$ cat src/hw/alh_pkg.sv
// constants and types shared by the angle-load handshake controller
package alh_pkg;
  localparam int ANG_W  = 12;
  localparam int SHW    = 4;
  localparam int STEP_W = 24;
  localparam int CNT_W  = 10;

  localparam int CLK_NS       = 10;
  localparam int SETUP_NS     = 25;
  localparam int STB_HI_NS    = 100;
  localparam int GAP_NS       = 2730;
  localparam int BUSY_GAP_NS  = 100;
  localparam int RISE_TMO_NS  = 1000;
  localparam int BUSY_TMO_NS  = 3000;

  // least times round up, timeouts round down
  localparam logic [CNT_W-1:0] SETUP_CYC    = CNT_W'((SETUP_NS + CLK_NS - 1) / CLK_NS);
  localparam logic [CNT_W-1:0] STB_HI_CYC   = CNT_W'((STB_HI_NS + CLK_NS - 1) / CLK_NS);
  localparam logic [CNT_W-1:0] GAP_CYC      = CNT_W'((GAP_NS + CLK_NS - 1) / CLK_NS);
  localparam logic [CNT_W-1:0] BUSY_GAP_CYC = CNT_W'((BUSY_GAP_NS + CLK_NS - 1) / CLK_NS);
  localparam logic [CNT_W-1:0] RISE_TMO_CYC = CNT_W'(RISE_TMO_NS / CLK_NS);
  localparam logic [CNT_W-1:0] BUSY_TMO_CYC = CNT_W'(BUSY_TMO_NS / CLK_NS);

  localparam logic [ANG_W-1:0] ANGLE_RST = 12'h000;
  localparam logic [ANG_W-1:0] ANGLE_INC = 12'h001;

  typedef enum logic [2:0] {
    ST_IDLE  = 3'h0,
    ST_SETUP = 3'h1,
    ST_HIGH  = 3'h3,
    ST_WAIT  = 3'h2,
    ST_BUSY  = 3'h6,
    ST_GAP   = 3'h7
  } alh_state_t;
endpackage : alh_pkg

$ cat src/hw/alh_ang_if.sv
// angle formatting signals between the controller and its formatter
`timescale 1ns/10ps
`default_nettype none
interface alh_ang_if #(
  parameter int W  = 12,
  parameter int SW = 4
);
  logic [W-1:0]  raw;
  logic [SW-1:0] shift;
  logic          reverse;
  logic [W-1:0]  fmt;

  modport src (output raw, output shift, output reverse, input fmt);
  modport fmtr (input raw, input shift, input reverse, output fmt);
endinterface : alh_ang_if
`default_nettype wire

$ cat src/hw/alh_angle_fmt.sv
// pole-pair scaling and reverse negation of the angle word
`timescale 1ns/10ps
`default_nettype none
module alh_angle_fmt #(
  parameter int W  = 12,
  parameter int SW = 4
) (
  alh_ang_if.fmtr port
);
  logic [W-1:0] shifted;

  always_comb begin
    // upper bits that overflow are dropped
    shifted = port.raw << port.shift;
    if (port.reverse) begin
      port.fmt = (~shifted) + {{(W-1){1'b0}}, 1'b1};
    end else begin
      port.fmt = shifted;
    end
  end
endmodule : alh_angle_fmt
`default_nettype wire

$ cat src/hw/alh_ctrl.sv
// controller that loads rotation angles into the vector rotator
`timescale 1ns/10ps
`default_nettype none
module alh_ctrl (
  input  wire logic                         clk_in,
  input  wire logic                         rst_in,
  input  wire logic [alh_pkg::ANG_W-1:0]    angle_in,
  input  wire logic [alh_pkg::SHW-1:0]      pole_shift_in,
  input  wire logic                         reverse_in,
  input  wire logic                         load_in,
  output logic                              ready_out,
  input  wire logic                         track_en_in,
  input  wire logic [alh_pkg::STEP_W-1:0]   step_period_in,
  output logic                              done_out,
  output logic                              error_out,
  output logic [alh_pkg::ANG_W-1:0]         angle_out,
  output logic                              strobe_out,
  input  wire logic                         busy_in
);
  import alh_pkg::*;

  alh_state_t         state_q;
  alh_state_t         state_d;
  logic [CNT_W-1:0]   cnt_q;
  logic               cnt_clr;
  logic [CNT_W-1:0]   fall_cnt_q;
  logic [ANG_W-1:0]   angle_q;
  logic               strobe_q;
  logic               done_q;
  logic               err_q;
  logic               busy_m_q;
  logic               busy_a_q;
  logic               busy_b_q;
  logic               busy_s_q;
  logic [STEP_W-1:0]  step_cnt_q;
  logic               step_pend_q;
  logic [ANG_W-1:0]   track_angle_q;
  logic               tick_w;
  logic               start_w;
  logic               done_w;
  logic               err_w;

  alh_ang_if #(.W(ANG_W), .SW(SHW)) ang ();

  assign ang.raw     = track_en_in ? track_angle_q : angle_in;
  assign ang.shift   = pole_shift_in;
  assign ang.reverse = reverse_in;

  alh_angle_fmt #(.W(ANG_W), .SW(SHW)) u_fmt (
    .port (ang.fmtr)
  );

  // busy pin: three stages, level accepted when the last two agree
  always_ff @(posedge clk_in or posedge rst_in) begin
    if (rst_in) begin
      busy_m_q <= 1'b0;
      busy_a_q <= 1'b0;
      busy_b_q <= 1'b0;
      busy_s_q <= 1'b0;
    end else begin
      busy_m_q <= busy_in;
      busy_a_q <= busy_m_q;
      busy_b_q <= busy_a_q;
      if (busy_a_q == busy_b_q) begin
        busy_s_q <= busy_b_q;
      end
    end
  end

  // harmonic tracking: one angle step per programmed period
  assign tick_w = track_en_in && ({1'b0, step_cnt_q} + 25'h0000001 >= {1'b0, step_period_in});

  always_ff @(posedge clk_in or posedge rst_in) begin
    if (rst_in) begin
      step_cnt_q    <= '0;
      track_angle_q <= ANGLE_RST;
    end else if (!track_en_in) begin
      step_cnt_q    <= '0;
    end else if (tick_w) begin
      step_cnt_q    <= '0;
      track_angle_q <= track_angle_q + ANGLE_INC;
    end else begin
      step_cnt_q    <= step_cnt_q + 24'h000001;
    end
  end

  assign ready_out = (state_q == ST_IDLE) && !track_en_in;
  assign start_w   = (state_q == ST_IDLE) && (track_en_in ? step_pend_q : load_in);

  // a step that arrives while the previous one is taken stays pending
  always_ff @(posedge clk_in or posedge rst_in) begin
    if (rst_in) begin
      step_pend_q <= 1'b0;
    end else if (tick_w) begin
      step_pend_q <= 1'b1;
    end else if (start_w || !track_en_in) begin
      step_pend_q <= 1'b0;
    end
  end

  always_comb begin
    state_d = state_q;
    cnt_clr = 1'b0;
    done_w  = 1'b0;
    err_w   = 1'b0;
    unique case (state_q)
      ST_IDLE: begin
        cnt_clr = 1'b1;
        if (start_w) begin
          state_d = ST_SETUP;
        end
      end
      ST_SETUP: begin
        if (cnt_q >= SETUP_CYC - 10'h001 && fall_cnt_q >= GAP_CYC) begin
          state_d = ST_HIGH;
          cnt_clr = 1'b1;
        end
      end
      ST_HIGH: begin
        if (cnt_q == STB_HI_CYC - 10'h001) begin
          state_d = ST_WAIT;
          cnt_clr = 1'b1;
        end
      end
      ST_WAIT: begin
        if (busy_s_q) begin
          state_d = ST_BUSY;
          cnt_clr = 1'b1;
        end else if (cnt_q == RISE_TMO_CYC - 10'h001) begin
          state_d = ST_GAP;
          cnt_clr = 1'b1;
          err_w   = 1'b1;
        end
      end
      ST_BUSY: begin
        if (!busy_s_q) begin
          state_d = ST_GAP;
          cnt_clr = 1'b1;
          done_w  = 1'b1;
        end else if (cnt_q == BUSY_TMO_CYC - 10'h001) begin
          state_d = ST_GAP;
          cnt_clr = 1'b1;
          err_w   = 1'b1;
        end
      end
      ST_GAP: begin
        if (cnt_q == BUSY_GAP_CYC - 10'h001) begin
          state_d = ST_IDLE;
          cnt_clr = 1'b1;
        end
      end
      default: begin
        state_d = ST_IDLE;
        cnt_clr = 1'b1;
      end
    endcase
  end

  always_ff @(posedge clk_in or posedge rst_in) begin
    if (rst_in) begin
      state_q <= ST_IDLE;
      cnt_q   <= '0;
    end else begin
      state_q <= state_d;
      cnt_q   <= cnt_clr ? '0 : cnt_q + 10'h001;
    end
  end

  // angle word only changes when idle, so it is steady through busy
  always_ff @(posedge clk_in or posedge rst_in) begin
    if (rst_in) begin
      angle_q <= ANGLE_RST;
    end else if (start_w) begin
      angle_q <= ang.fmt;
    end
  end

  always_ff @(posedge clk_in or posedge rst_in) begin
    if (rst_in) begin
      strobe_q   <= 1'b0;
      fall_cnt_q <= GAP_CYC;
    end else begin
      strobe_q <= (state_d == ST_HIGH);
      if (strobe_q && state_d != ST_HIGH) begin
        fall_cnt_q <= '0;
      end else if (fall_cnt_q < GAP_CYC) begin
        fall_cnt_q <= fall_cnt_q + 10'h001;
      end
    end
  end

  always_ff @(posedge clk_in or posedge rst_in) begin
    if (rst_in) begin
      done_q <= 1'b0;
      err_q  <= 1'b0;
    end else begin
      done_q <= done_w;
      err_q  <= err_w;
    end
  end

  assign angle_out  = angle_q;
  assign strobe_out = strobe_q;
  assign done_out   = done_q;
  assign error_out  = err_q;

  // checking helpers
  logic [CNT_W-1:0]  hi_len_q;
  logic [CNT_W-1:0]  lo_len_q;
  logic [ANG_W-1:0]  exp_shift;

  assign exp_shift = ang.raw << pole_shift_in;

  always_ff @(posedge clk_in or posedge rst_in) begin
    if (rst_in) begin
      hi_len_q <= '0;
      lo_len_q <= 10'h3ff;
    end else begin
      hi_len_q <= strobe_q ? hi_len_q + 10'h001 : '0;
      if (strobe_q) begin
        lo_len_q <= '0;
      end else if (lo_len_q != 10'h3ff) begin
        lo_len_q <= lo_len_q + 10'h001;
      end
    end
  end
endmodule : alh_ctrl
`default_nettype wire

$ cat config.mk
export PLATFORM = sky130hd
export DESIGN_NAME = alh_ctrl
export DESIGN_NICKNAME = d
export VERILOG_FILES = /design/src/hw/alh_pkg.sv /design/src/hw/alh_ang_if.sv /design/src/hw/alh_angle_fmt.sv /design/src/hw/alh_ctrl.sv
export SDC_FILE = /design/constraint.sdc
export NUM_CORES = 1
export LEC_CHECK = 0
export ABC_CLOCK_PERIOD_IN_PS = 9600
export BUFFER_PORTS_ARGS = -buffer_cell sky130_fd_sc_hd__buf_2
export CAP_MARGIN = 20
export CORE_UTILIZATION = 40
export CTS_CLUSTER_SIZE = 14
export DETAILED_ROUTE_END_ITERATION = 8
export SYNTH_ARGS = -nofsm -noshare
export SYNTH_HDL_FRONTEND = slang
export SYNTH_SLANG_ARGS = --single-unit
export TNS_END_PERCENT = 100
$ cat constraint.sdc
create_clock -name clk_in -period 9.6 [get_ports clk_in]
set_input_delay 0.48 -clock clk_in [delete_from_list [all_inputs] [get_ports clk_in]]
set_output_delay 0.48 -clock clk_in [all_outputs]
set_load 0.005 [all_outputs]
==> results of run 1 <==
synthesized netlist by cell type, drive strengths merged, types with 4 or more instances:
cell / number
dfrtp: 76
nor2: 54
nand2: 48
inv: 41
xor2: 35
ha: 33
nand3: 32
nor2b: 31
xnor2: 20
o21ai: 18
and3: 17
clkbuf: 17
mux4: 17
a21oi: 15
mux2i: 15
nand4: 15
buf: 11
a211oi: 10
a21o: 7
nor3: 7
mux2: 6
nor4: 6
nand2b: 5
or3: 5
a2111oi: 4
a31oi: 4
and2: 4
o31ai: 4
sequential cells by signal, summed over array words and instances (netlist names), 3 cells and up:
signal	cells
cnt_q	10
state_q	3
step_cnt_q	24
track_angle_q	12
fall_cnt_q	10
angle_out	12
worst max path at each step:
stage	startpoint	end	slack [ns]	cells after the start
finish	step_cnt_q[0]	step_cnt_q[5]	4.98	13
CTS	step_cnt_q[0]	step_cnt_q[21]	4.90	13
detailed placement	step_cnt_q[0]	step_cnt_q[21]	4.92	13
floorplan	step_cnt_q[0]	track_angle_q[1]	6.01	15
global placement	step_cnt_q[0]	step_cnt_q[8]	5.21	13
global route	step_cnt_q[0]	step_cnt_q[22]	4.43	13
kinds of logic (layout without fill, tap and decap cells):
kind of cell | after synthesis | count (layout) | synth area share [%]
buf+inv | 69 | 121 | 5.39
xor+xnor | 55 | 55 | 8.51
simple gates | 236 | 236 | 21.3
fa+ha+maj | 34 | 34 | 7.47
compound gates | 87 | 87 | 11.5
mux | 38 | 38 | 10.9
flops | 79 | 79 | 35.0
power by group through the flow:
stage	Combinational [mW]	Sequential [mW]	Clock, mW
floorplan	0.0674	0.346	0
global placement	0.0902	0.346	0
detailed placement	0.0924	0.346	0
CTS	0.0929	0.340	0.388
global route	0.104	0.340	0.404
finish	0.0930	0.340	0.377
cell usage in the layout (no fill, tap or decap), drive strengths merged, types with 17 or more instances in the layout:
cell type / n
ha: 33
xnor2: 20
and3: 17
nor2b: 31
dfrtp: 76
mux4: 17
buf: 64
nand2: 48
nor2: 54
nand3: 32
xor2: 35
o21ai: 18
inv: 43
area by class of cell:
cell class              count  area, sq um  area share (%)
clock buffers               9          225            3.51
multi-input cells         450         3370            52.6
flip-flops and latches     79         1980            30.9
inverters                  41          155            2.42
repair buffers             64          348            5.43
clock inverters             7          104            1.62
well taps                 180          225            3.51
routing by layer:
| metal | routed length [um] | share of wire [%] | GRT usage (%) |
|---|---|---|---|
| met1 | 5770 | 48 | 24.7 |
| met2 | 5610 | 47 | 27.7 |
| met3 | 434 | 3.6 | 3.43 |
| met4 | 154 | 1.3 | 5.94 |
| met5 | 0 | 0 | 0 |
critical path: cells and delay by family (launching register included):
kind,cells,cell delay [ns]
and+or+nand+nor,6,1.89
DFF,1,0.41
xor gates and xnor gates,1,0.15
AOI/OAI and AO/OA,4,1.51
adders and majority gates,2,0.55
==> results.yml, run 1 <==
status:
  outcome: "completed"
yosys:
  syn-num-nets: 677
  postSynthAreaPerCell_sq_um: 9.46
  synth_enable_flop_cells: 0
  syn_area_sq_mm: 0.00566
  seq_area_frac_synth_pct: 35.0
  synth_ff_type: "dfrtp_1"
  netlist_instances: 598
  ys_warn_count: 0
  async_flop_share_pct: 100
  synth_cell_types: 68
  yosysTopAreaCellShare_pct: 33.6
  synth_area_leaders: "dfrtp_1 (34%), ha_1 (7.3%), mux4_2 (6.0%), xor2_1 (5.4%), nor2_1 (3.6%)"
  synth_top_cell_by_area: "dfrtp_1"
  synth-seq-cells: 79
critical_path:
  r2r_setup_slack_ns: 4.98
  cp_max_fo: 24
  max_stage_delay_ns: 0.83
  rr_startpoint: "step_cnt_q[0]"
  path_cells: "ha_1 > and3_1 > and3_1 > and3_1 > xor2_1 > ha_1 > a211oi_1 > nand2_1 > a2111oi_0 > o21ai_1 > a21oi_1 > nand3_1 > nor2b_1"
  ff2ff_path_depth: 13
  critPathArrivalTime_ns: 4.87
  start_kind: "flip-flop"
  crit_required_ns: 9.85
  cpMaxStageDelayCell: "nand3_1"
  r2r_end: "step_cnt_q[5]"
  cp-end-kind: "flip-flop"
  worstSetupPathType: "flip-flop to flip-flop"
  cp_common_cell: "and3_1"
clock_tree:
  cts_hold_buf: 0
  root_buffer: "clkbuf_16"
  post_cts_buffers: 0
  clock_path_buffers: 2
  cts_num_sinks: 79
  clk_pin_slew_ns: 0.06
  cts_resized: 0
  cts_buffers: 9
  htreeDepth: 3
  cts_tree: "built"
  clock_latency_ns: 0.34
detailed_routing:
  firstDrtPassIters: 4
  vias: 4428
  wl_per_cell_um: 14.4
  ant_nets: 0
  routed_wl_mm: 12.0
  drtIter0Drc: 269
  drc_errors: 0
  via_per_inst: 5.33
global_route:
  antenna_found_initial: 0
  grt_usage_pct: 17.8
  grt_pass1_vias: 4324
  grt-ovfl-total: 0
  grt_max_degree: 80
  grt_pass1_wl_mm: 20.7
sta:
  tns_ns: 0
  fin_crit_sh_pct: 48.1
  rsz0062_at_grt: "false"
  setup_viol: 0
  fin_skew_ns: 0.00699
  tightest_slew_ns: 0.899
  holdWs_ns: 0.0914
  timing.fmax_ghz: 0.217
  fin_ws_ns: 4.98
  finalHoldViolCount: 0
  period_minus_slack_ns: 4.62
  maxSlewHeadroom_pct: 39.9
  timing.final.max_slew_violations: 0
cells_and_area:
  fin_area_sq_mm: 0.00641
  diodes: 0
  post-route-util_pct: 46.4
  stdcell_count: 830
  nets: 724
  final_layout_size_suffix_gt1_share_pct: 18.2
  fillers: 1302
  syn2layout_area_growth_pct: 13.3
floorplan:
  die_w_um: 121
  die-area_sq_mm: 0.0146
  start_util_pct: 40.9
  rows: 43
  core_area_sq_mm: 0.0138
  boundaryPins: 62
  die_h_um: 121
placed_design:
  dp_hpwl_mm: 8.71
  detailedPlace.worstSlack_ns: 4.92
  placed_cells: 813
  place_area_sq_mm: 0.00605
  gp_congestion: 0.884
  port_buffers: 61
power:
  p_comb_share_pct: 11.5
  p_per_area_mw_per_mm2: 126
  p_seq_share_pct: 42.0
  p_sw_mw: 0.201
  peakVddDrop_mv: 0.0975
  power_frac_clock_pct: 46.6
  leakagePower_nw: 3.13
  fin_total_pwr_mw: 0.810
  cellInternalPower_mw: 0.609
  p_sw_share_pct: 24.8
job:
  max_cap_viol_count: 0
min_path:
  hold_class: "input port to asynchronous set/reset pin"
No activity file was read; power rests on OpenSTA's default activity.
==> run 2: changes to the inputs <==
--- a/config.mk
+++ b/config.mk
@@ -5,7 +5,7 @@
 export SDC_FILE = /design/constraint.sdc
 export NUM_CORES = 1
 export LEC_CHECK = 0
-export ABC_CLOCK_PERIOD_IN_PS = 9600
+export ABC_CLOCK_PERIOD_IN_PS = 4500
 export BUFFER_PORTS_ARGS = -buffer_cell sky130_fd_sc_hd__buf_2
 export CAP_MARGIN = 20
 export CORE_UTILIZATION = 40
==> constraint.sdc (replaced) <==
create_clock -name clk_in -period 4.5 [get_ports clk_in]
set_input_delay 0.225 -clock clk_in [delete_from_list [all_inputs] [get_ports clk_in]]
set_output_delay 0.225 -clock clk_in [all_outputs]
set_load 0.005 [all_outputs]
==> results.yml, run 2 (same netlist as run 1, synthesis figures left out) <==
status:
  outcome: "completed"
sta:
  rsz0062_at_grt: "false"
  tightest_slew_ns: 0.891
  fin_skew_ns: 0.00765
  holdWs_ns: 0.0327
  timing.fmax_ghz: 0.266
  tns_ns: 0
  fin_crit_sh_pct: 83.7
  timing.final.max_slew_violations: 0
  finalHoldViolCount: 0
  fin_ws_ns: 0.735
  setup_viol: 0
  period_minus_slack_ns: 3.77
  maxSlewHeadroom_pct: 40.6
floorplan:
  die_h_um: 121
  core_area_sq_mm: 0.0138
  die-area_sq_mm: 0.0146
  die_w_um: 121
  rows: 43
  start_util_pct: 40.9
  boundaryPins: 62
cells_and_area:
  final_common_cell: "dfrtp_1"
  largest_reg_flops: 24
  stdcell_count: 832
  syn2layout_area_growth_pct: 12.9
  fin_area_sq_mm: 0.00639
  regMostFlops: "step_cnt_q"
  post-route-util_pct: 46.2
  layout_common_cells: "dfrtp_1 (76), buf_2 (61), nor2_1 (54)"
  final_layout_size_suffix_gt1_share_pct: 18.3
  nets: 726
  diodes: 0
clock_tree:
  root_buffer: "clkbuf_16"
  cts_tree: "built"
  clock_path_buffers: 2
  clk_pin_slew_ns: 0.07
  clock_latency_ns: 0.33
  cts_buffers: 9
  cts_resized: 0
  cts_num_sinks: 79
  htreeDepth: 3
detailed_routing:
  firstDrtPassIters: 4
  via_per_inst: 5.41
  drtIter0Drc: 275
  ant_nets: 0
  routed_wl_mm: 12.1
  vias: 4501
  wl_per_cell_um: 14.5
  drc_errors: 0
placed_design:
  port_buffers: 61
  place_area_sq_mm: 0.00607
  gp_congestion: 0.919
  placed_cells: 815
  detailedPlace.worstSlack_ns: 0.764
  dp_hpwl_mm: 8.89
global_route:
  grt_pass1_wl_mm: 20.7
  grt_max_degree: 71
  grt-ovfl-total: 0
  grt_pass1_vias: 4311
  grt_usage_pct: 17.6
  antenna_found_initial: 0
critical_path:
  cp-end-kind: "flip-flop"
  cp_max_fo: 24
  ff2ff_path_depth: 16
  max_stage_delay_ns: 0.41
  r2r_setup_slack_ns: 0.73
  path_cells: "ha_1 > and3_1 > and3_1 > nand3_1 > nor4_1 > xnor2_1 > ha_1 > a21o_1 > a21o_1 > a21oi_1 > o31ai_1 > a221oi_1 > buf_4 > nand3_1 > buf_4 > nor2b_1"
  cpMaxStageDelayCell: "dfrtp_1"
  r2r_end: "step_cnt_q[8]"
  critPathArrivalTime_ns: 4.03
  start_kind: "flip-flop"
  worst-path-buf-inv: 2
  cp-startpoint: "step_cnt_q[0]"
  rr_startpoint: "step_cnt_q[0]"
  critical-path-top-delay-family: "simple AND/OR/NAND/NOR gates"
  worstSetupPathType: "flip-flop to flip-flop"
  crit_required_ns: 4.76
power:
  fin_total_pwr_mw: 1.69
  p_per_area_mw_per_mm2: 264
  leakagePower_nw: 3.12
  peakVddDrop_mv: 0.215
job:
  max_cap_viol_count: 0
min_path:
  holdPathEnd: "busy_m_q"
  hold_depth: 1
  min_from: "busy_in"
  hold_class: "input port to flip-flop"
-- run 2: cell types whose count changed in the layout (fill, tap and decap cells not counted), sizes merged --
| cell | delta |
|---|---|
| buf | +1 |
| dlygate4sd3 | +1 |
| bufinv | -1 |
| clkinvlp | -2 |
| inv | +2 |
| clkinv | +1 |
-- run 2: worst max-delay path by stage --
stage                       end  cells after the start  slack, ns
2_1_floorplan  track_angle_q[1]                     15       0.91
3_3_place_gp      step_cnt_q[3]                     16       0.88
3_5_place_dp      step_cnt_q[6]                     16       0.76
4_1_cts           step_cnt_q[6]                     16       0.73
5_1_grt          step_cnt_q[14]                     16       0.37
6_report          step_cnt_q[8]                     16       0.73
-- run 2: power by group --
group	total, mW	internal (mW)	switching [mW]	leakage, nW
registers	0.725	0.719	0.00633	1.05
clock network	0.762	0.443	0.319	0.153
logic	0.198	0.0860	0.112	1.92
total	1.69	1.25	0.438	3.12
-- run 2: final cells by class --
class | instances | area, sq um
fillers | 1336 | 7440
multi-input cells | 450 | 3370
flip-flops and latches | 79 | 1980
repair buffers | 66 | 345
clock buffers | 9 | 225
well taps | 180 | 225
inverters | 41 | 155
clock inverters | 7 | 85.1
-- run 2: worst register-to-register path: cells and delay by family, from the launching register on --
| family | cells | cell delay (ns) |
|---|---|---|
| AO/OA/AOI/OAI | 5 | 0.84 |
| flip-flops | 1 | 0.41 |
| buffers and inverters | 2 | 0.49 |
| XOR/XNOR | 1 | 0.19 |
| AND/OR/NAND/NOR | 6 | 1.29 |
| adder cells (fa/ha/maj) | 2 | 0.49 |
-- run 2: timing repair --
item	CTS	global route
hold buffers	1	0
endpoints found under the hold margin	9	0
setup buffers	0	0
-- run 2: routing by layer --
metal  GRT usage (%)  vias up  wire (um)
met4            5.09        0        132
met2            28.1       87       5620
met5               0        -          0
li1                -     2210          -
met3            2.30       10        447
met1            24.7     2194       5870
==> run 3: changes to the inputs <==
--- a/config.mk
+++ b/config.mk
@@ -5,7 +5,7 @@
 export SDC_FILE = /design/constraint.sdc
 export NUM_CORES = 1
 export LEC_CHECK = 0
-export ABC_CLOCK_PERIOD_IN_PS = 4500
+export ABC_CLOCK_PERIOD_IN_PS = 3250
 export BUFFER_PORTS_ARGS = -buffer_cell sky130_fd_sc_hd__buf_2
 export CAP_MARGIN = 20
 export CORE_UTILIZATION = 40
==> constraint.sdc (replaced) <==
create_clock -name clk_in -period 3.25 [get_ports clk_in]
set_input_delay 0.1625 -clock clk_in [delete_from_list [all_inputs] [get_ports clk_in]]
set_output_delay 0.1625 -clock clk_in [all_outputs]
set_load 0.005 [all_outputs]
==> results.yml, run 3 (same netlist as run 1, synthesis figures left out) <==
power:
  p_sw_mw: 0.579
  p_sw_share_pct: 24.1
  p_seq_share_pct: 41.7
  cellInternalPower_mw: 1.83
  p_comb_share_pct: 12.7
  peakVddDrop_mv: 0.286
  p_per_area_mw_per_mm2: 340
  power_frac_clock_pct: 45.6
  leakagePower_nw: 3.42
critical_path:
  crit_required_ns: 3.47
  path_cells: "ha_2 > and3_4 > and3_4 > nand3_4 > nor4_4 > xnor2_2 > ha_1 > a21o_1 > a21o_1 > a21oi_2 > o31ai_4 > a221oi_4 > buf_6 > buf_12 > a21oi_4 > mux2_4"
  critical-path-top-delay-family: "compound AO/OA/AOI/OAI gates"
  cpMaxStageDelayCell: "dfrtp_1"
  start_kind: "flip-flop"
  cp-end-kind: "flip-flop"
  worstSetupPathType: "flip-flop to flip-flop"
  cp_max_fo: 4
  worst-path-buf-inv: 2
  critPathArrivalTime_ns: 3.52
  max_stage_delay_ns: 0.36
clock_tree:
  clock_path_buffers: 2
  clk_pin_slew_ns: 0.06
  cts_buffers: 9
  root_buffer: "clkbuf_16"
  clock_latency_ns: 0.34
  htreeDepth: 3
  cts_num_sinks: 79
  cts_tree: "built"
floorplan:
  die_w_um: 121
  die_h_um: 121
  rows: 43
  boundaryPins: 62
  die-area_sq_mm: 0.0146
  start_util_pct: 40.9
  core_area_sq_mm: 0.0138
cells_and_area:
  final_common_cell: "dfrtp_1"
  post-route-util_pct: 51.2
  regMostFlops: "step_cnt_q"
  layout_common_cells: "dfrtp_1 (76), buf_2 (61), nor2_1 (51)"
  fin_area_sq_mm: 0.00708
  largest_reg_flops: 24
  diodes: 0
  nets: 767
  final_layout_size_suffix_gt1_share_pct: 27.8
  syn2layout_area_growth_pct: 25.0
sta:
  fin_crit_sh_pct: 102
  setup_viol: 22
  fin_skew_ns: 0.00772
  timing.fmax_ghz: 0.303
  finalHoldViolCount: 0
  fin_ws_ns: -0.0513
  timing.final.max_slew_violations: 0
  rsz0062_at_grt: "true"
  period_minus_slack_ns: 3.30
  holdWs_ns: 0.278
  tightest_slew_ns: 0.795
  maxSlewHeadroom_pct: 46.9
global_route:
  grt_pass1_wl_mm: 22.6
  grt_pass1_vias: 4747
  grt_usage_pct: 19.5
  grt_max_degree: 47
  antenna_found_initial: 0
  grt-ovfl-total: 0
status:
  outcome: "complete, but fails checks"
  violations: "setup timing"
job:
  max_cap_viol_count: 0
detailed_routing:
  via_per_inst: 5.38
  routed_wl_mm: 13.3
  wl_per_cell_um: 15.3
  ant_nets: 0
  firstDrtPassIters: 5
  vias: 4699
  drtIter0Drc: 379
  drc_errors: 0
placed_design:
  place_area_sq_mm: 0.00633
  dp_hpwl_mm: 9.50
  detailedPlace.worstSlack_ns: -0.203
  port_buffers: 61
  gp_congestion: 0.871
min_path:
  hold_class: "input port to flip-flop"
==> run 3: power by group through the flow <==
stage	clock [mW]	combinational [mW]	sequential [mW]
2_1_floorplan	0	0.200	1.02
3_3_place_gp	0	0.281	1.02
3_5_place_dp	0	0.289	1.02
4_1_cts	1.13	0.305	1.00
5_1_grt	1.17	0.336	1.01
6_report	1.10	0.305	1.00
==> run 3: worst paths after layout <==
| kind | depth (start not counted) | to | slack, ns | start |
|---|---|---|---|---|
| max in group asynchronous | 4 | step_cnt_q[18] | 2.02 | rst_in |
| min in group asynchronous | 3 | cnt_q[3] | 0.49 | rst_in |
| worst min-delay path | 3 | angle_out[1] | 0.28 | reverse_in |
| worst max-delay path | 16 | track_angle_q[1] | -0.05 | step_cnt_q[0] |
| worst max register to register | 16 | track_angle_q[1] | -0.05 | step_cnt_q[0] |
| worst min register to register | 0 | busy_a_q | 0.35 | busy_m_q |
==> run 3: through the flow <==
stage / std cells / power, mW / TNS [ns]
2_1_floorplan: 598 / 1.22 / -0.0204
3_3_place_gp: 842 / 1.30 / -2.62
3_5_place_dp: 842 / 1.31 / -5.75
4_1_cts: 870 / 2.44 / -0.0957
5_1_grt: 873 / 2.51 / -7.75
6_report: 873 / 2.41 / -0.165
==> run 3: worst register-to-register path, cell delays in order, from the launching register on <==
cell      delay [ns]
dfrtp_1         0.36
ha_2            0.18
and3_4          0.19
and3_4          0.20
nand3_4         0.11
nor4_4          0.19
xnor2_2         0.15
ha_1            0.27
a21o_1          0.19
a21o_1          0.16
a21oi_2         0.16
o31ai_4         0.11
a221oi_4        0.26
buf_6           0.16
buf_12          0.11
a21oi_4         0.05
mux2_4          0.31
==> run 3: final cells by class <==
| cell class | count | area [sq um] |
|---|---|---|
| fill | 1247 | 6750 |
| multi-input combinational | 450 | 3640 |
| sequential | 79 | 1980 |
| timing repair buffer | 107 | 748 |
| clock buffer | 11 | 243 |
| tap | 180 | 225 |
| inverter | 41 | 155 |
| clock inverter | 5 | 81.3 |
==> run 3: repair_timing <==
action | CTS | global route
hold endpoints to repair | 42 | 0
setup buffers | 9 | 4
resized for setup | 40 | 11
pin swaps | 26 | 4
endpoints found under the setup margin | 37 | 37
hold buffers | 2 | 0
gates cloned | 2 | 0
==> run 3: layer usage <==
layer | vias up | share of wire, % | GRT usage (%)
met2 | 87 | 50 | 33.3
met1 | 2310 | 46 | 25.1
met5 | - | 0 | 0
met3 | 14 | 3.1 | 2.91
met4 | 0 | 1.3 | 6.79
li1 | 2288 | - | -
